--- src/verilog/adc_window_pkg.sv ---
// Constants, types and register map shared by the converter window detector.
package adc_window_pkg;

  // ==========================================================================
  // Register indices; the byte address on the bus is four times the index.
  localparam logic [7:0] IDX_INPUT_PAIR_CONFIG   = 8'hB8;
  localparam logic [7:0] IDX_RESULT_LOW_BYTE     = 8'hBE;
  localparam logic [7:0] IDX_RESULT_HIGH_BYTE    = 8'hBF;
  localparam logic [7:0] IDX_UPPER_LIMIT_LOW     = 8'hC4;
  localparam logic [7:0] IDX_UPPER_LIMIT_HIGH    = 8'hC5;
  localparam logic [7:0] IDX_LOWER_LIMIT_LOW     = 8'hC6;
  localparam logic [7:0] IDX_LOWER_LIMIT_HIGH    = 8'hC7;
  localparam logic [7:0] IDX_CONTROL             = 8'hE8;

  // ==========================================================================
  // Field positions.
  localparam int CTRL_LEFT_JUSTIFY_BIT = 0;
  localparam int CTRL_WINDOW_MATCH_BIT = 1;
  localparam int PAIR_DIFFERENTIAL_BIT = 0;
  localparam int ADDR_INDEX_LSB        = 2;
  localparam int CODE_W                = 12;

  // ==========================================================================
  // Reset values.
  localparam logic [7:0] RST_UPPER_LIMIT_LOW  = 8'hFF;
  localparam logic [7:0] RST_UPPER_LIMIT_HIGH = 8'hFF;
  localparam logic [7:0] RST_LOWER_LIMIT_LOW  = 8'h00;
  localparam logic [7:0] RST_LOWER_LIMIT_HIGH = 8'h00;
  localparam logic [7:0] RST_BYTE_ZERO        = 8'h00;

  // ==========================================================================
  // Bus responses.
  localparam logic [1:0] RESP_OKAY   = 2'h0;
  localparam logic [1:0] RESP_SLVERR = 2'h2;

  // ==========================================================================
  // Types.
  typedef struct packed {
    logic              valid;
    logic [CODE_W-1:0] code;
  } conv_type;

  typedef enum logic [1:0] {
    RD_IDLE = 2'b01,
    RD_RESP = 2'b10
  } rd_state_type;

  typedef enum logic [1:0] {
    WR_COLLECT = 2'b01,
    WR_RESP    = 2'b10
  } wr_state_type;

  typedef enum logic [8:0] {
    SEL_NONE      = 9'b000000001,
    SEL_PAIR_CFG  = 9'b000000010,
    SEL_RES_LOW   = 9'b000000100,
    SEL_RES_HIGH  = 9'b000001000,
    SEL_UPPER_LOW = 9'b000010000,
    SEL_UPPER_HI  = 9'b000100000,
    SEL_LOWER_LOW = 9'b001000000,
    SEL_LOWER_HI  = 9'b010000000,
    SEL_CONTROL   = 9'b100000000
  } reg_sel_type;

endpackage

--- src/verilog/adc_window_detector.sv ---
// Window detector and result formatter of a 12-bit converter, with an AXI4-Lite register slave.
// ==========================================================================
// Functional notes
// - Every finished conversion is compared to the limits without software help.
// - Window match flag is readable for polling and drives an interrupt-capable output.
// - Each 16-bit limit is two separately writable bytes, upper and lower limit.
// - Limit ordering chooses whether matches are inside or outside the range.
// - Right-justified code is Vin*gain/ref times 2^12 single-ended, 2^11 differential.
// - Right-justified high byte: bits 7-4 zero single-ended or sign extension differential, bits 3-0 top result bits.
// - Left-justified: high byte holds top eight bits, low byte top holds the rest.
module adc_window_detector
  import adc_window_pkg::*;
#(
  parameter int ADDR_W = 12
) (
  input  wire logic                      I_CLK,
  input  wire logic                      I_NRST,
  input  wire adc_window_pkg::conv_type  I_CONV,
  input  wire logic [ADDR_W-1:0]         I_AWADDR,
  input  wire logic                      I_AWVALID,
  output logic                           O_AWREADY,
  input  wire logic [31:0]               I_WDATA,
  input  wire logic [3:0]                I_WSTRB,
  input  wire logic                      I_WVALID,
  output logic                           O_WREADY,
  output logic [1:0]                     O_BRESP,
  output logic                           O_BVALID,
  input  wire logic                      I_BREADY,
  input  wire logic [ADDR_W-1:0]         I_ARADDR,
  input  wire logic                      I_ARVALID,
  output logic                           O_ARREADY,
  output logic [31:0]                    O_RDATA,
  output logic [1:0]                     O_RRESP,
  output logic                           O_RVALID,
  input  wire logic                      I_RREADY,
  output logic                           O_WINDOW_MATCH
);
  import adc_window_pkg::*;

  // ==========================================================================
  // Helpers.
  function automatic reg_sel_type decode(input logic [ADDR_W-1:0] addr);
    logic [7:0] idx;
    idx = addr[ADDR_INDEX_LSB +: 8];
    if (addr[1:0] != 2'h0) begin
      decode = SEL_NONE;
    end else if (idx == IDX_INPUT_PAIR_CONFIG) begin
      decode = SEL_PAIR_CFG;
    end else if (idx == IDX_RESULT_LOW_BYTE) begin
      decode = SEL_RES_LOW;
    end else if (idx == IDX_RESULT_HIGH_BYTE) begin
      decode = SEL_RES_HIGH;
    end else if (idx == IDX_UPPER_LIMIT_LOW) begin
      decode = SEL_UPPER_LOW;
    end else if (idx == IDX_UPPER_LIMIT_HIGH) begin
      decode = SEL_UPPER_HI;
    end else if (idx == IDX_LOWER_LIMIT_LOW) begin
      decode = SEL_LOWER_LOW;
    end else if (idx == IDX_LOWER_LIMIT_HIGH) begin
      decode = SEL_LOWER_HI;
    end else if (idx == IDX_CONTROL) begin
      decode = SEL_CONTROL;
    end else begin
      decode = SEL_NONE;
    end
  endfunction

  // The raw code is already the scaled value; only its placement in the word changes.
  function automatic logic [15:0] format_word(input logic [CODE_W-1:0] code,
                                              input logic               left,
                                              input logic               diff);
    if (left) begin
      format_word = {code, 4'h0};
    end else if (diff) begin
      format_word = {{4{code[CODE_W-1]}}, code};
    end else begin
      format_word = {4'h0, code};
    end
  endfunction

  // Differential words are two's complement, so they compare signed.
  function automatic logic less_than(input logic [15:0] a,
                                     input logic [15:0] b,
                                     input logic        diff);
    if (diff) begin
      less_than = $signed(a) < $signed(b);
    end else begin
      less_than = a < b;
    end
  endfunction

  // ==========================================================================
  // State.
  logic [7:0]        upper_low_ff, nxt_upper_low;
  logic [7:0]        upper_high_ff, nxt_upper_high;
  logic [7:0]        lower_low_ff, nxt_lower_low;
  logic [7:0]        lower_high_ff, nxt_lower_high;
  logic              left_justify_ff, nxt_left_justify;
  logic              differential_ff, nxt_differential;
  logic              match_ff, nxt_match;
  logic [CODE_W-1:0] code_ff, nxt_code;

  wr_state_type      wr_state_ff, nxt_wr_state;
  logic              aw_got_ff, nxt_aw_got;
  logic              w_got_ff, nxt_w_got;
  logic [ADDR_W-1:0] awaddr_ff, nxt_awaddr;
  logic [7:0]        wbyte_ff, nxt_wbyte;
  logic              wlane_ff, nxt_wlane;
  logic              awready_ff, nxt_awready;
  logic              wready_ff, nxt_wready;
  logic              bvalid_ff, nxt_bvalid;
  logic [1:0]        bresp_ff, nxt_bresp;

  rd_state_type      rd_state_ff, nxt_rd_state;
  logic              arready_ff, nxt_arready;
  logic              rvalid_ff, nxt_rvalid;
  logic [31:0]       rdata_ff, nxt_rdata;
  logic [1:0]        rresp_ff, nxt_rresp;

  logic [15:0]       upper_word;
  logic [15:0]       lower_word;
  logic [15:0]       new_word;
  logic [15:0]       cur_word;
  logic              window_hit;
  logic              do_write;
  reg_sel_type       wr_sel;
  reg_sel_type       rd_sel;

  assign upper_word = {upper_high_ff, upper_low_ff};
  assign lower_word = {lower_high_ff, lower_low_ff};
  assign new_word   = format_word(I_CONV.code, left_justify_ff, differential_ff);
  assign cur_word   = format_word(code_ff, left_justify_ff, differential_ff);
  assign do_write   = (wr_state_ff == WR_COLLECT) && aw_got_ff && w_got_ff;
  assign wr_sel     = decode(awaddr_ff);
  assign rd_sel     = decode(I_ARADDR);

  // ==========================================================================
  // Window compare, evaluated on each finished conversion.
  always_comb begin
    if (less_than(upper_word, lower_word, differential_ff)) begin
      window_hit = less_than(upper_word, new_word, differential_ff) &&
                   less_than(new_word, lower_word, differential_ff);
    end else begin
      window_hit = less_than(upper_word, new_word, differential_ff) ||
                   less_than(new_word, lower_word, differential_ff);
    end
  end

  // ==========================================================================
  // Register file and write channel.
  always_comb begin
    nxt_upper_low    = upper_low_ff;
    nxt_upper_high   = upper_high_ff;
    nxt_lower_low    = lower_low_ff;
    nxt_lower_high   = lower_high_ff;
    nxt_left_justify = left_justify_ff;
    nxt_differential = differential_ff;
    nxt_match        = match_ff;
    nxt_code         = code_ff;
    nxt_wr_state     = wr_state_ff;
    nxt_aw_got       = aw_got_ff;
    nxt_w_got        = w_got_ff;
    nxt_awaddr       = awaddr_ff;
    nxt_wbyte        = wbyte_ff;
    nxt_wlane        = wlane_ff;
    nxt_bvalid       = bvalid_ff;
    nxt_bresp        = bresp_ff;
    if (I_AWVALID && awready_ff) begin
      nxt_aw_got = 1'b1;
      nxt_awaddr = I_AWADDR;
    end
    if (I_WVALID && wready_ff) begin
      nxt_w_got = 1'b1;
      nxt_wbyte = I_WDATA[7:0];
      nxt_wlane = I_WSTRB[0];
    end
    case (wr_state_ff)
      WR_COLLECT: begin
        if (do_write) begin
          nxt_aw_got   = 1'b0;
          nxt_w_got    = 1'b0;
          nxt_bvalid   = 1'b1;
          nxt_bresp    = (wr_sel == SEL_NONE) ? RESP_SLVERR : RESP_OKAY;
          nxt_wr_state = WR_RESP;
          if (wlane_ff) begin
            case (wr_sel)
              SEL_UPPER_LOW: nxt_upper_low  = wbyte_ff;
              SEL_UPPER_HI:  nxt_upper_high = wbyte_ff;
              SEL_LOWER_LOW: nxt_lower_low  = wbyte_ff;
              SEL_LOWER_HI:  nxt_lower_high = wbyte_ff;
              SEL_PAIR_CFG:  nxt_differential = wbyte_ff[PAIR_DIFFERENTIAL_BIT];
              SEL_CONTROL: begin
                nxt_left_justify = wbyte_ff[CTRL_LEFT_JUSTIFY_BIT];
                nxt_match        = wbyte_ff[CTRL_WINDOW_MATCH_BIT];
              end
              default: nxt_match = match_ff;
            endcase
          end
        end
      end
      WR_RESP: begin
        if (I_BREADY) begin
          nxt_bvalid   = 1'b0;
          nxt_wr_state = WR_COLLECT;
        end
      end
      default: nxt_wr_state = WR_COLLECT;
    endcase
    // A match in the same cycle as a software clear must not be lost.
    if (I_CONV.valid) begin
      nxt_code = I_CONV.code;
      if (window_hit) begin
        nxt_match = 1'b1;
      end
    end
    nxt_awready = !nxt_aw_got && (nxt_wr_state == WR_COLLECT);
    nxt_wready  = !nxt_w_got && (nxt_wr_state == WR_COLLECT);
  end

  // ==========================================================================
  // Read channel.
  always_comb begin
    nxt_rd_state = rd_state_ff;
    nxt_arready  = arready_ff;
    nxt_rvalid   = rvalid_ff;
    nxt_rdata    = rdata_ff;
    nxt_rresp    = rresp_ff;
    case (rd_state_ff)
      RD_IDLE: begin
        if (I_ARVALID) begin
          nxt_rd_state = RD_RESP;
          nxt_arready  = 1'b0;
          nxt_rvalid   = 1'b1;
          nxt_rresp    = RESP_OKAY;
          nxt_rdata    = 32'h00000000;
          if (rd_sel == SEL_PAIR_CFG) begin
            nxt_rdata[PAIR_DIFFERENTIAL_BIT] = differential_ff;
          end else if (rd_sel == SEL_RES_LOW) begin
            nxt_rdata[7:0] = cur_word[7:0];
          end else if (rd_sel == SEL_RES_HIGH) begin
            nxt_rdata[7:0] = cur_word[15:8];
          end else if (rd_sel == SEL_UPPER_LOW) begin
            nxt_rdata[7:0] = upper_low_ff;
          end else if (rd_sel == SEL_UPPER_HI) begin
            nxt_rdata[7:0] = upper_high_ff;
          end else if (rd_sel == SEL_LOWER_LOW) begin
            nxt_rdata[7:0] = lower_low_ff;
          end else if (rd_sel == SEL_LOWER_HI) begin
            nxt_rdata[7:0] = lower_high_ff;
          end else if (rd_sel == SEL_CONTROL) begin
            nxt_rdata[CTRL_LEFT_JUSTIFY_BIT] = left_justify_ff;
            nxt_rdata[CTRL_WINDOW_MATCH_BIT] = match_ff;
          end else begin
            nxt_rresp = RESP_SLVERR;
          end
        end
      end
      RD_RESP: begin
        if (I_RREADY) begin
          nxt_rd_state = RD_IDLE;
          nxt_arready  = 1'b1;
          nxt_rvalid   = 1'b0;
        end
      end
      default: nxt_rd_state = RD_IDLE;
    endcase
  end

  // ==========================================================================
  // Registers.
  always_ff @(posedge I_CLK or negedge I_NRST) begin
    if (!I_NRST) begin
      upper_low_ff    <= RST_UPPER_LIMIT_LOW;
      upper_high_ff   <= RST_UPPER_LIMIT_HIGH;
      lower_low_ff    <= RST_LOWER_LIMIT_LOW;
      lower_high_ff   <= RST_LOWER_LIMIT_HIGH;
      left_justify_ff <= 1'b0;
      differential_ff <= 1'b0;
      match_ff        <= 1'b0;
      code_ff         <= 12'h000;
      wr_state_ff     <= WR_COLLECT;
      aw_got_ff       <= 1'b0;
      w_got_ff        <= 1'b0;
      awaddr_ff       <= '0;
      wbyte_ff        <= RST_BYTE_ZERO;
      wlane_ff        <= 1'b0;
      awready_ff      <= 1'b1;
      wready_ff       <= 1'b1;
      bvalid_ff       <= 1'b0;
      bresp_ff        <= RESP_OKAY;
      rd_state_ff     <= RD_IDLE;
      arready_ff      <= 1'b1;
      rvalid_ff       <= 1'b0;
      rdata_ff        <= 32'h00000000;
      rresp_ff        <= RESP_OKAY;
    end else begin
      upper_low_ff    <= nxt_upper_low;
      upper_high_ff   <= nxt_upper_high;
      lower_low_ff    <= nxt_lower_low;
      lower_high_ff   <= nxt_lower_high;
      left_justify_ff <= nxt_left_justify;
      differential_ff <= nxt_differential;
      match_ff        <= nxt_match;
      code_ff         <= nxt_code;
      wr_state_ff     <= nxt_wr_state;
      aw_got_ff       <= nxt_aw_got;
      w_got_ff        <= nxt_w_got;
      awaddr_ff       <= nxt_awaddr;
      wbyte_ff        <= nxt_wbyte;
      wlane_ff        <= nxt_wlane;
      awready_ff      <= nxt_awready;
      wready_ff       <= nxt_wready;
      bvalid_ff       <= nxt_bvalid;
      bresp_ff        <= nxt_bresp;
      rd_state_ff     <= nxt_rd_state;
      arready_ff      <= nxt_arready;
      rvalid_ff       <= nxt_rvalid;
      rdata_ff        <= nxt_rdata;
      rresp_ff        <= nxt_rresp;
    end
  end

  assign O_AWREADY      = awready_ff;
  assign O_WREADY       = wready_ff;
  assign O_BVALID       = bvalid_ff;
  assign O_BRESP        = bresp_ff;
  assign O_ARREADY      = arready_ff;
  assign O_RVALID       = rvalid_ff;
  assign O_RDATA        = rdata_ff;
  assign O_RRESP        = rresp_ff;
  assign O_WINDOW_MATCH = match_ff;

endmodule

--- config.mk ---
export PLATFORM = sky130hd
export DESIGN_NAME = adc_window_detector
export DESIGN_NICKNAME = d
export VERILOG_FILES = /design/src/verilog/adc_window_pkg.sv /design/src/verilog/adc_window_detector.sv
export SDC_FILE = /design/constraint.sdc
export NUM_CORES = 1
export LEC_CHECK = 0
export BUFFER_PORTS_ARGS = -buffer_cell sky130_fd_sc_hd__buf_2
export CORE_UTILIZATION = 30
export CTS_BUF_LIST = sky130_fd_sc_hd__clkbuf_4 sky130_fd_sc_hd__clkbuf_8 sky130_fd_sc_hd__clkbuf_16
export CTS_CLUSTER_SIZE = 12
export DETAILED_ROUTE_END_ITERATION = 10
export SLEW_MARGIN = 20
export SYNTH_ARGS = -nofsm -noshare
export SYNTH_HDL_FRONTEND = slang
export SYNTH_SLANG_ARGS = --single-unit
export TNS_END_PERCENT = 100
--- constraint.sdc ---
create_clock -name I_CLK -period 6.25 [get_ports I_CLK]
set_clock_uncertainty 0.05 [all_clocks]
set_input_delay 1.25 -clock I_CLK [delete_from_list [all_inputs] [get_ports I_CLK]]
set_output_delay 1.25 -clock I_CLK [all_outputs]
set_load 0.1 [all_outputs]
## Word level (Yosys, flattened, before mapping)

Index checks and enable logic that the tools add are counted.

| word-level totals | value |
|---|---|
| bits in registers | 89 |
| input bits | 80 |
| output and inout port bits | 42 |
| logic and storage cells | 170 |

| cells by class | value |
|---|---|
| $lt $le $gt $ge | 6 |
| equality and inequality tests | 40 |
| mux-type cells | 76 |
| reductions and logical operators | 25 |

Operators with widths:

| cell | number |
|---|---|
| $mux 9 | 18 |
| $eq 8x8->1 const B | 16 |
| $lt 16x16->1 | 6 |
| $mux 16 | 4 |
| $mux 8 | 5 |
| $mux 2 | 15 |
| $mux 1 | 27 |
| $reduce_and 4->1 | 6 |
| $eq 9x2->1 const B | 2 |
| $eq 9x5->1 const B | 2 |
| $eq 9x6->1 const B | 2 |
| $eq 9x7->1 const B | 2 |
| $eq 9x8->1 const B | 2 |
| $eq 9x9->1 const B | 2 |
| $eq 9x1->1 const B | 1 |
| $eq 9x3->1 const B | 1 |
| $eq 9x4->1 const B | 1 |
| $ne 2x2->1 const B | 4 |
| $pmux 2 s2 | 2 |
| $reduce_bool 2->1 | 4 |
| $logic_and 1x1->1 | 7 |
| $mux 7 | 1 |
| $eq 2x1->1 const B | 3 |
| $mux 6 | 1 |
| other kinds (6) | 13 |

## Longest topological paths before layout

Gate-level depths: netlist of run 1.

| logic depth | value |
|---|---|
| word-level depth | 19 |
| mapped depth | 13 |
| gate-level depth less buffers | 10 |

## Worst setup path after synthesis of run 1

Ideal clock, no wire load.

| path | value |
|---|---|
| path kind | register to register |
| start point | register left_justify_ff |
| end point | register match_ff (netlist: O_WINDOW_MATCH) |
| library setup time | 0.137 ns |
| arrival time | 2.582 ns |
| data required time | 6.063 ns |
| path slack | 3.482 ns |
| cell stages (with the launch flop) | 13 |
| path buffers | 3 |
| clock period less this slack | 2.768 ns |
| cell sequence | dfrtp_1 > clkbuf_1 > buf_2 > clkbuf_1 > mux2i_1 > inv_1 > ha_1 > nand3_1 > a211oi_1 > o41ai_1 > a21o_1 > a32oi_1 > o211ai_1 |

| on the way | value |
|---|---|
| word-level cells in the longest chain between the ends | 8 |
| elaborated cells on any way between the ends | 16 |
| those cells by class | order compare (4); mux (10); reduce/logical (2) |

Ends and longest elaborated chain:

| item | RTL line | text |
|---|---|---|
| start: declaration | adc_window_detector.sv:98 | `logic left_justify_ff, nxt_left_justify;` |
| start signal: assignment | adc_window_detector.sv:301 | `left_justify_ff <= nxt_left_justify;` |
| $mux 16 (*) | adc_window_detector.sv:72 | `if (left) begin` |
| $lt 16x16->1 (on tied branches) | adc_window_detector.sv:88, adc_window_detector.sv:86 |  |
| $mux 1 | adc_window_detector.sv:85 | `if (diff) begin` |
| $mux 1 | adc_window_detector.sv:140 | `if (less_than(upper_word, lower_word, differential_ff)) begin` |
| $logic_or 1x1->1 / $logic_and 1x1->1 (equally long branches) | adc_window_detector.sv:144, adc_window_detector.sv:141 |  |
| $mux 1 (*) | adc_window_detector.sv:140 |  |
| $mux 1 (*) | adc_window_detector.sv:212 | `if (window_hit) begin` |
| $mux 1 (*) | adc_window_detector.sv:210 | `if (I_CONV.valid) begin` |
| named net nxt_match | adc_window_detector.sv:100 | `logic match_ff, nxt_match;` |
| end signal: assignment | adc_window_detector.sv:303 | `match_ff <= nxt_match;` |
| end: declaration | adc_window_detector.sv:100 |  |

The timed path passes the listed nets; every way through them passes the cells marked *. The select of a mux whose other input is x is not followed.
A chain may end at the register's enable or synchronous reset.

## Worst setup path after layout of run 1

| path | value |
|---|---|
| start point | input port I_ARADDR[3] |
| end point | register rdata_ff[0] (netlist: O_RDATA[0]) |

| on the way | value |
|---|---|
| word-level cells in the longest chain between the ends | 19 |
| elaborated cells on any way between the ends | 33 |
| those cells by class | eq/ne (16); mux (17) |

Ends and longest elaborated chain:

| item | RTL line | text |
|---|---|---|
| start: declaration | adc_window_detector.sv:29 | `input wire logic [ADDR_W-1:0] I_ARADDR,` |
| $eq 8x8->1 | adc_window_detector.sv:61 | `end else if (idx == IDX_CONTROL) begin` |
| $mux 9 | adc_window_detector.sv:61 |  |
| $mux 9 | adc_window_detector.sv:59 | `end else if (idx == IDX_LOWER_LIMIT_HIGH) begin` |
| $mux 9 | adc_window_detector.sv:57 | `end else if (idx == IDX_LOWER_LIMIT_LOW) begin` |
| $mux 9 | adc_window_detector.sv:55 | `end else if (idx == IDX_UPPER_LIMIT_HIGH) begin` |
| $mux 9 | adc_window_detector.sv:53 | `end else if (idx == IDX_UPPER_LIMIT_LOW) begin` |
| $mux 9 | adc_window_detector.sv:51 | `end else if (idx == IDX_RESULT_HIGH_BYTE) begin` |
| $mux 9 | adc_window_detector.sv:49 | `end else if (idx == IDX_RESULT_LOW_BYTE) begin` |
| (+3 left out) | -- |  |
| $mux 2 | adc_window_detector.sv:250 | `end else if (rd_sel == SEL_CONTROL) begin` |
| $mux 2 | adc_window_detector.sv:248 | `end else if (rd_sel == SEL_LOWER_HI) begin` |
| $mux 8 | adc_window_detector.sv:246 | `end else if (rd_sel == SEL_LOWER_LOW) begin` |
| $mux 8 | adc_window_detector.sv:244 | `end else if (rd_sel == SEL_UPPER_HI) begin` |
| $mux 8 | adc_window_detector.sv:242 | `end else if (rd_sel == SEL_UPPER_LOW) begin` |
| $mux 8 | adc_window_detector.sv:240 | `end else if (rd_sel == SEL_RES_HIGH) begin` |
| $mux 8 | adc_window_detector.sv:238 | `end else if (rd_sel == SEL_RES_LOW) begin` |
| $mux 1 (*) | adc_window_detector.sv:236 | `if (rd_sel == SEL_PAIR_CFG) begin` |
| end signal: assignment | adc_window_detector.sv:318 | `rdata_ff <= nxt_rdata;` |
| end: declaration | adc_window_detector.sv:117 | `logic [31:0] rdata_ff, nxt_rdata;` |

Every way passes the cells marked *; elsewhere a longest branch is shown, timed or not.

==> impl_metrics.csv, run 1 <==
group,metric,value,unit
hold_path,hp-class,"flop to flop",
timing,drv_slew,0,
route,drc,30,
run,max_cap_violations,0,
clock_network,h-tree-depth,3,
global_route,gr-usage-all-layers,15.18,%
placement,dp_hpwl,10.63,mm
hold_path,min_from,"O_RDATA[7]",
power,seq_power_share,43.6,%
power,clock_power_share,27.4,%
worst_setup_path,timing.critical_path.cells,"buf_2 > nand4bb_1 > nor3_1 > nand2_1 > o21ai_0 > a2111oi_0 > o31ai_1",
clock_network,numCtsBuffers,9,
global_route,grt_pass1_vias,4090,
timing,tightest_slew,0.8273,ns
floorplanning,io_pins,122,
placement,placed_area,6058,µm²
timing,slew_headroom,44.42,%
synth,synth_common_cells,"66 x dfrtp_1, 59 x mux2_2, 47 x ha_1",
timing,tns,0,ns
synth,ys_top_cells_by_area,"dfrtp_1 30%, mux2_2 12%, ha_1 11%",
route,wl_per_cell,16.82,µm
global_route,grt_max_degree,66,
synth,yosysUniqueCellTypes,65,
route,viasPerCell,5.034,
placement,gp_congestion,0.8831,
synth,ys_seq_area_share,39.40,%
placement,port_buffers,64,
synth,async_flop_share,100.0,%
floorplanning,die_h,138.5,µm
clock_network,clock-sinks,87,
timing,setup_viol,0,
route,drtPass1Iterations,7,
worst_setup_path,cp-end-kind,"flop",
hold_path,hold_end,"O_RDATA[7]",
cells_and_area,nFillCells,1865,
power,intPower,1.142,mW
global_route,grt_pass1_wl,22.67,mm
route,routed_wl,13.93,mm
worst_setup_path,cp-start-kind,"input pin",
worst_setup_path,crit_required,6.44,ns
synth,synth_edf_count,0,
worst_setup_path,r2r_slack,3.59,ns
synth,syn_avg_cell_area,10.51,µm²
clock_network,clk_latency,0.34,ns
worst_setup_path,cp_max_fo,15,
route,ant_nets,0,
cells_and_area,diodes,0,
worst_setup_path,crit_path_max_incr_delay,0.73,ns
timing,fin_crit,2.968,ns
synth,netlist_area,5593,µm²
floorplanning,die_w,138.5,µm
floorplanning,rows,49,
status,violations,"design-rule violations",
clock_network,cts_tree,"yes",
synth,ys.flop_type,"dfrtp_1",
worst_setup_path,critPathKind,"input pin to flop",
worst_setup_path,cp_data_arrival_time,3.16,ns
power,power.density,293.0,nW/µm²
power,leakagePower,2.919,nW
power,irDropWorstVdd,0.0002602,V
power,swShare,38.46,%
synth,yosysTopAreaCell,"dfrtp_1",
status,outcome,"complete, but fails checks",
timing,finalHoldViolCount,0,
synth,yosysMostFrequentCell,"dfrtp_1",
floorplanning,die_area,19190,µm²
timing,grt_setup_unrepaired,"false",
worst_setup_path,worstRegToRegCells,5,
worst_setup_path,crit_path_top_delay_cell,"nor3_1",
floorplanning,start_util,30.82,%
synth,ys_seq_elements,87,
power,p_switching,0.7138,mW
power,p_comb_share,29.0,%
clock_network,clk_path_buf_depth,2,
route,first_iter_violations,282,
route,via_count,4168,
timing,max_freq,337.0,MHz
global_route,grt_overflow,0,
cells_and_area,nNetsFinal,721,
worst_setup_path,timing.rr.start,"wr_state_ff[0]",
clock_network,path_clk_slew,0.06,ns
clock_network,holdBufCountCts,0,
cells_and_area,drive_gt1_share,29.22,%
synth,synth_top_cell_area_share,29.53,%
clock_network,cts_resized,0,
cells_and_area,final_cell_area,6335,µm²
timing,post-route-period-util,47.48,%
cells_and_area,postLayoutCoreUtil,34.91,%
hold_path,whs_path_depth,2,
floorplanning,core_area,18150,µm²
synth,synth_warnings,0,
clock_network,cts_setup_buffers,0,
cells_and_area,synthToLayoutAreaGrowth,13.27,%
clock_network,cts_root_buf,"clkbuf_16",
synth,synthCells,532,
worst_setup_path,r2r-end,"lower_low_ff[0]",
global_route,antenna_found_initial,0,
==> registers in the layout, summed over array words and instances (netlist names), 2 cells and up <==
signal and cells:
O_RDATA 8, upper_high_ff 8, wbyte_ff 8, code_ff 12, rd_state_ff 2, lower_low_ff 8, lower_high_ff 8, upper_low_ff 8
wr_state_ff 2, awaddr_ff 10
==> power by group through the flow <==
stage	clock, mW	sequential (mW)	combinational [mW]
final	0.509	0.809	0.538
after global routing	0.554	0.830	0.586
after CTS	0.525	0.810	0.543
after detailed placement	0	0.821	0.541
after global placement	0	0.817	0.531
after floorplan	0	0.885	0.351
==> layer usage <==
layer | track usage (%) | share of wire (%) | vias up
li1 | - | - | 2028
met1 | 21.39 | 49 | 1999
met2 | 23.24 | 44 | 123
met3 | 3.488 | 5.0 | 18
met4 | 4.140 | 1.7 | 0
met5 | 0 | 0 | -
==> critical path, delay by kind of cell <==
family                 cells  cell delay [ns]
AND/OR/NAND/NOR            3             1.08
AO/OA/AOI/OAI              3             0.55
buffers and inverters      1             0.27
==> layout make-up <==
cell class / instances / area, µm² / share of cell area [%]
clock buffer: 10 / 232.7 / 3.674
clock inverter: 6 / 43.79 / 0.6913
inverter: 38 / 142.6 / 2.252
multi-input combinational: 392 / 3088 / 48.75
sequential: 87 / 2203 / 34.78
tap: 229 / 286.5 / 4.523
timing repair buffer: 66 / 337.8 / 5.333
==> how the worst max path moves through the flow <==
| stage | start | end | slack (ns) |
|---|---|---|---|
| floorplan | left_justify_ff | O_WINDOW_MATCH | 3.48 |
| global placement | I_ARADDR[3] | O_RDATA[0] | 3.00 |
| detailed placement | I_ARADDR[3] | O_RDATA[0] | 2.97 |
| CTS | I_ARADDR[3] | O_RDATA[0] | 3.30 |
| global route | I_ARADDR[3] | O_RDATA[0] | 3.15 |
| finish | I_ARADDR[3] | O_RDATA[0] | 3.28 |
==> through the flow <==
step,hold slack (ns),instances,setup WS (ns),power (mW)
after global placement,0.4063,812,3.003,1.348
final,0.4241,828,3.282,1.856
after detailed placement,0.4157,812,2.971,1.362
after CTS,0.4303,828,3.304,1.878
after floorplan,0.4302,557,3.482,1.236
after global routing,0.4518,828,3.146,1.970
==> cell usage in the layout (no fill, tap or decap), types with 4 or more instances in the layout <==
| cell | count |
|---|---|
| a31oi_1 | 4 |
| inv_1 | 38 |
| dfstp_2 | 21 |
| nor3_1 | 7 |
| mux2_2 | 59 |
| nand4_1 | 8 |
| buf_2 | 63 |
| clkbuf_16 | 9 |
| a21oi_1 | 23 |
| mux2i_1 | 23 |
| a211oi_1 | 6 |
| nor3b_1 | 4 |
| nand2b_1 | 8 |
| ha_1 | 47 |
| xor2_1 | 4 |
| dfrtp_1 | 66 |
| o211ai_1 | 4 |
| nand3_1 | 12 |
| nand2_1 | 36 |
| and4b_1 | 5 |
| o21ai_0 | 23 |
| and3_1 | 4 |
| conb_1 | 26 |
| nor2_1 | 20 |
| nor2b_1 | 6 |
| a21o_1 | 8 |
==> cell families (layout without fill, tap and decap cells) <==
| logic type | after synthesis | after routing | synth area share (%) |
|---|---|---|---|
| AOI/OAI and AO/OA | 102 | 102 | 12.30 |
| xor gates and xnor gates | 4 | 4 | 0.6263 |
| DFF | 87 | 87 | 39.40 |
| and+or+nand+nor | 129 | 129 | 13.22 |
| adders and majority gates | 47 | 47 | 10.51 |
| buffers and inverters | 78 | 120 | 7.069 |
| muxes | 84 | 84 | 16.80 |
| other | 1 | 26 | 0.06705 |
Power figures use the tool's default switching activity.
==> run 2, diff against run 1 <==
Settings changed: ABC_AREA set to 1.
Clock period 6.25 ns to 3 ns, I/O delays scaled along.
==> run 2 against run 1 <==
The flow now finishes without violations. Critical endpoint is now O_WINDOW_MATCH. Core utilization is 0.70 points higher. Clock power grew to 2.6 times the previous value. Synthesized area is 5.4% higher. Highest routed layer unchanged. Sequential power is 97% higher. Die area is 5.3% higher. Largest cell class unchanged. Critical path depth is 12 higher.
==> impl_metrics.csv, run 2 <==
group,metric,value,unit
status,outcome,"finished clean",
synth,synthCells,782,
hold_path,hp-class,"input pin to asynchronous set/reset pin",
cells_and_area,drive_gt1_share,17.55,%
floorplanning,core_area,18960,µm²
clock_network,cts_root_buf,"clkbuf_16",
placement,port_buffers,64,
floorplanning,start_util,31.10,%
floorplanning,io_pins,122,
timing,max_freq,383.0,MHz
cells_and_area,regMostFlops,"code_ff",
global_route,grt_max_degree,49,
worst_setup_path,critPathMostFrequentCell,"nand2_1",
clock_network,path_clk_slew,0.06,ns
clock_network,clk_path_buf_depth,2,
run,max_cap_violations,0,
clock_network,clk_latency,0.36,ns
cells_and_area,largest_register_ffs,12,
route,first_iter_violations,262,
worst_setup_path,cp-start-kind,"flop",
clock_network,cts_setup_buffers,0,
synth,synth_warnings,0,
placement,dp_hpwl,11.60,mm
cells_and_area,diodes,0,
route,wl_per_cell,13.38,µm
worst_setup_path,cp_max_fo,10,
floorplanning,die_w,142.2,µm
clock_network,numCtsBuffers,9,
floorplanning,die_h,142.2,µm
cells_and_area,layout_commonest_cell,"nand2_1",
synth,netlist_area,5896,µm²
worst_setup_path,r2r_slack,0.39,ns
worst_setup_path,crit_path_max_incr_delay,0.47,ns
timing,post-route-period-util,87.03,%
placement,gp_congestion,0.8628,
worst_setup_path,r2r-end,"O_WINDOW_MATCH",
synth,synth_edf_count,0,
route,drtPass1Iterations,5,
power,irDropWorstVdd,0.0005655,V
worst_setup_path,crit_buf_inv,3,
synth,ys_top_cells_by_area,"dfrtp_1 28%, nand2_1 11%, ha_1 10%",
global_route,grt_pass1_wl,24.51,mm
global_route,antenna_found_initial,0,
worst_setup_path,crit_family,"simple AND/OR/NAND/NOR gates",
clock_network,clock-sinks,87,
worst_setup_path,crit_path_start,"left_justify_ff",
clock_network,cts_tree,"yes",
synth,ys.flop_type,"dfrtp_1",
synth,ys_seq_elements,87,
timing,tightest_slew,0.6274,ns
global_route,grt_overflow,0,
timing,finalHoldViolCount,0,
timing,setup_viol,0,
route,routed_wl,14.84,mm
synth,yosysTopAreaCell,"dfrtp_1",
synth,synth_common_cells,"171 x nand2_1, 128 x inv_1, 70 x nor2_1",
timing,grt_setup_unrepaired,"false",
clock_network,cts_resized,0,
global_route,gr-usage-all-layers,15.78,%
worst_setup_path,timing.rr.start,"left_justify_ff",
power,total_power,4.327,mW
synth,ys_seq_area_share,37.37,%
global_route,grt_pass1_vias,4728,
worst_setup_path,timing.critical_path.cells,"inv_2 > buf_4 > or2_2 > o21ai_0 > inv_1 > ha_1 > a21oi_1 > o21a_1 > nand2_1 > nand2_1 > nand2_1 > nand2_1 > nand2_1 > nand2_1 > nand2_1 > nand3_1 > nand2_1 > nand2_1 > nand2_1",
timing,slew_headroom,58.17,%
synth,yosysUniqueCellTypes,40,
worst_setup_path,worstRegToRegCells,19,
route,met2_wirelength,6.580,mm
cells_and_area,nNetsFinal,971,
cells_and_area,final_cell_mix,"171 x nand2_1, 128 x inv_1, 70 x nor2_1",
route,via_count,5048,
worst_setup_path,crit_path_top_delay_cell,"dfrtp_1",
timing,drv_slew,0,
power,leakagePower,3.679,nW
worst_setup_path,cp_data_arrival_time,2.80,ns
floorplanning,rows,50,
route,drc,0,
worst_setup_path,cp-end-kind,"flop",
route,wl_met1,7.188,mm
route,ant_nets,0,
floorplanning,die_area,20220,µm²
route,met3_length,877,µm
clock_network,holdBufCountCts,0,
synth,synth_top_cell_area_share,28.01,%
timing,tns,0,ns
worst_setup_path,crit_required,3.19,ns
synth,yosysMostFrequentCell,"nand2_1",
worst_setup_path,critPathKind,"flop to flop",
cells_and_area,synthToLayoutAreaGrowth,14.49,%
synth,syn_avg_cell_area,7.539,µm²
synth,async_flop_share,100.0,%
power,power.density,641.0,nW/µm²
cells_and_area,nFillCells,2024,
route,viasPerCell,4.552,
clock_network,h-tree-depth,3,
timing,fin_crit,2.611,ns
route,top_layer_used,"met4",
cells_and_area,reg_top3,"code_ff (12), awaddr_ff (10)",
-- run 2: cell types whose count changed after synthesis, sizes merged, moves of 19 or more --
| cell | before | now |
|---|---|---|
| nand2 | 36 | 174 |
| mux2 | 59 | 4 |
| o21ai | 23 | 63 |
| inv | 38 | 138 |
| nand3 | 13 | 32 |
| a21oi | 23 | 59 |
| nor2 | 20 | 84 |
-- run 2: final cells by class --
| class | instances | area (µm²) | share of cell area (%) |
|---|---|---|---|
| flip-flops and latches | 87 | 2203 | 32.64 |
| multi-input cells | 541 | 2979 | 44.13 |
| well taps | 260 | 325.3 | 4.819 |
| clock inverters | 7 | 123.9 | 1.835 |
| clock buffers | 9 | 225.2 | 3.336 |
| repair buffers | 67 | 370.4 | 5.487 |
| inverters | 138 | 523.0 | 7.748 |
-- run 2: cells by family after synthesis --
| family | count (synthesis) | synth area share [%] |
|---|---|---|
| buffers and inverters | 179 | 13.69 |
| other | 1 | 0.06361 |
| adder cells (fa/ha/maj) | 47 | 9.974 |
| multiplexers | 9 | 1.613 |
| AO/OA/AOI/OAI | 144 | 13.16 |
| AND/OR/NAND/NOR | 315 | 24.13 |
| flip-flops | 87 | 37.37 |
-- run 2: report_power, final --
group / leakage [nW] / switching (mW) / total (mW) / internal (mW)
Combinational: 2.46 / 1.07 / 1.41 / 0.335
Clock: 0.172 / 0.502 / 1.33 / 0.824
Sequential: 1.05 / 0.168 / 1.59 / 1.43
Total: 3.68 / 1.74 / 4.33 / 2.59
-- run 2: per-stage QoR --
stage | instance area [µm²] | hold WS [ns] | std cells | setup WS, ns | utilization, %
2_1_floorplan | 5989 | 0.2544 | 807 | 0.6959 | -
3_3_place_gp | 6401 | 0.4061 | 1093 | 0.3222 | 33.77
3_5_place_dp | 6401 | 0.4105 | 1093 | 0.3191 | 33.77
4_1_cts | 6750 | 0.2309 | 1109 | 0.3792 | 35.61
5_1_grt | 6750 | 0.2658 | 1109 | 0.1580 | 35.61
6_report | 6750 | 0.2137 | 1109 | 0.3890 | 35.61
-- run 2: routing by layer --
| layer | up-vias | global-route usage (%) |
|---|---|---|
| met5 | - | 0 |
| met4 | 0 | 4.810 |
| met3 | 18 | 3.264 |
| met2 | 135 | 24.64 |
| met1 | 2312 | 21.76 |
| li1 | 2583 | - |
-- run 2: worst max path at each step --
stage / endpoint / cells after the start
finish: O_WINDOW_MATCH / 19
global placement: O_WINDOW_MATCH / 17
floorplan: O_WINDOW_MATCH / 20
detailed placement: O_WINDOW_MATCH / 17
global route: O_WINDOW_MATCH / 17
CTS: O_WINDOW_MATCH / 19
==> run 3, diff against run 2 <==
Clock period 3 ns to 2.4 ns, I/O delays scaled along.
==> run 3 against run 2 <==
The flow now finishes with violations (negative setup slack). Critical path depth down 2. Die area unchanged. Clock power up 19%. Critical path type unchanged. Highest routed layer unchanged.
==> impl_metrics.csv, run 3 (same netlist as run 2, synthesis figures left out) <==
group,metric,value,unit
status,outcome,"complete, but fails checks",
status,violations,"negative setup slack",
route,wl_per_cell,13.77,µm
timing,max_freq,411.3,MHz
route,viasPerCell,4.573,
cells_and_area,nNetsFinal,1006,
power,irDropWorstVdd,0.0006646,V
worst_setup_path,cp_max_fo,5,
global_route,grt_pass1_vias,5050,
cells_and_area,regMostFlops,"code_ff",
route,drc,0,
route,routed_wl,15.75,mm
worst_setup_path,r2r-end,"O_WINDOW_MATCH",
cells_and_area,diodes,0,
clock_network,clk_path_buf_depth,2,
timing,grt_setup_unrepaired,"true",
power,power.density,749.9,nW/µm²
placement,place_inst,1114,
floorplanning,io_pins,122,
timing,setup_viol,1,
cells_and_area,synthToLayoutAreaGrowth,23.09,%
global_route,grt_pass1_wl,25.23,mm
timing,tightest_slew,0.5361,ns
worst_setup_path,crit_required,2.59,ns
floorplanning,start_util,31.10,%
cells_and_area,largest_register_ffs,12,
placement,gp_congestion,0.8688,
worst_setup_path,timing.rr.start,"left_justify_ff",
route,first_iter_violations,293,
worst_setup_path,cp-endpoint,"O_WINDOW_MATCH",
power,total_power,5.442,mW
worst_setup_path,cp-start-kind,"flop",
floorplanning,die_h,142.2,µm
placement,dpl_worst_slack,-0.1807,ns
cells_and_area,layout_commonest_cell,"nand2_1",
floorplanning,core_area,18960,µm²
cells_and_area,nFillCells,2016,
hold_path,hp-class,"input pin to flop",
timing,drv_slew,0,
floorplanning,rows,50,
timing,fin_crit,2.431,ns
run,max_cap_violations,0,
global_route,grt_overflow,0,
timing,slew_headroom,64.17,%
worst_setup_path,crit_path_start,"left_justify_ff",
clock_network,numCtsBuffers,9,
floorplanning,die_area,20220,µm²
worst_setup_path,cp-end-kind,"flop",
clock_network,path_clk_slew,0.07,ns
worst_setup_path,r2r_slack,-0.03,ns
placement,dp_hpwl,11.95,mm
power,leakagePower,3.875,nW
worst_setup_path,critPathKind,"flop to flop",
timing,post-route-period-util,101.3,%
timing,final.setup.worst_slack,-0.03140,ns
clock_network,clock-sinks,87,
clock_network,cts_tree,"yes",
cells_and_area,final_cell_mix,"159 x nand2_1, 122 x inv_1, 65 x dfrtp_1",
cells_and_area,fin_cells,1144,
global_route,gr-usage-all-layers,16.35,%
worst_setup_path,cp_data_arrival_time,2.62,ns
cells_and_area,drive_gt1_share,25.90,%
clock_network,h-tree-depth,3,
cells_and_area,reg_top3,"code_ff (12), awaddr_ff (10)",
clock_network,clk_latency,0.36,ns
timing,tns,-0.03140,ns
worst_setup_path,worstRegToRegCells,17,
global_route,grt_max_degree,65,
placement,port_buffers,64,
cells_and_area,postLayoutCoreUtil,38.28,%
route,ant_nets,0,
route,drtPass1Iterations,6,
route,via_count,5231,
floorplanning,die_w,142.2,µm
global_route,antenna_found_initial,0,
clock_network,cts_root_buf,"clkbuf_16",
timing,finalHoldViolCount,0,
## run 3: cell types whose count changed in the layout (fill, tap and decap cells not counted), moves of 5 or more
cell,change
buf_4,+26
inv_1,-6
inv_2,+5
nand2_1,-12
nand2_2,+12
nor2_1,-8
nor2_2,+5
o21ai_0,-12
o21ai_2,+8
## run 3: layer usage
metal / wire, µm / track usage [%] / part of all wire [%] / vias to the layer above
met3: 798 / 2.894 / 5.1 / 25
met5: 0 / 0 / 0 / -
met1: 7632 / 21.90 / 48 / 2411
met4: 454 / 7.640 / 2.9 / 0
met2: 6863 / 25.52 / 44 / 139
li1: - / - / - / 2656
## run 3: timing repair
action                                  CTS  global route
pin swaps                                10            25
gates resized for setup                  24            52
hold buffers                              1             0
gates cloned                              1             1
buffers inserted                          7             4
hold endpoints to repair                 22             0
endpoints found under the setup margin    1             1
## run 3: layout make-up
type	instances	area [µm²]	area share (%)
multi-input cells	541	3169	43.67
flip-flops and latches	87	2205	30.38
repair buffers	101	689.4	9.500
inverters	138	525.5	7.241
well taps	260	325.3	4.483
clock buffers	11	246.5	3.397
clock inverters	5	88.84	1.224
repair inverters	1	7.507	0.1034
## run 3: per-stage QoR
| step | instance area [µm²] | hold slack, ns |
|---|---|---|
| finish | 7257 | 0.2665 |
| global route | 7257 | 0.2758 |
| CTS | 7014 | 0.2538 |
| detailed placement | 6559 | 0.3546 |
| global placement | 6559 | 0.3557 |
| floorplan | 5989 | 0.1344 |
## run 3: worst min-delay path by stage
stage                           start           end  slack [ns]  cells after the start
after detailed placement       I_NRST      O_RVALID        0.35                      1
after global placement         I_NRST      O_RVALID        0.36                      1
after CTS                 I_AWADDR[5]  awaddr_ff[5]        0.25                      3
after floorplan                I_NRST    O_BRESP[1]        0.13                      0
final                     I_AWADDR[5]  awaddr_ff[5]        0.27                      3
after global routing      I_AWADDR[5]  awaddr_ff[5]        0.28                      3
## run 3: worst max-delay path: stages (launching register included)
cell	delay, ns
dfrtp_2	0.45
buf_4	0.17
clkinvlp_4	0.10
buf_4	0.15
o21ai_1	0.22
ha_1	0.28
nand3_1	0.12
inv_1	0.06
a21oi_2	0.15
nand2_1	0.07
nand2_1	0.07
nand2_2	0.06
inv_2	0.05
nand3_2	0.06
nand2_1	0.06
nand2_1	0.06
nand2_2	0.08
nand2_2	0.05
## run 3: where the power goes
group / total [mW] / switching [mW] / internal, mW
registers: 2.00 / 0.213 / 1.78
logic: 1.87 / 1.38 / 0.486
clock network: 1.58 / 0.613 / 0.965
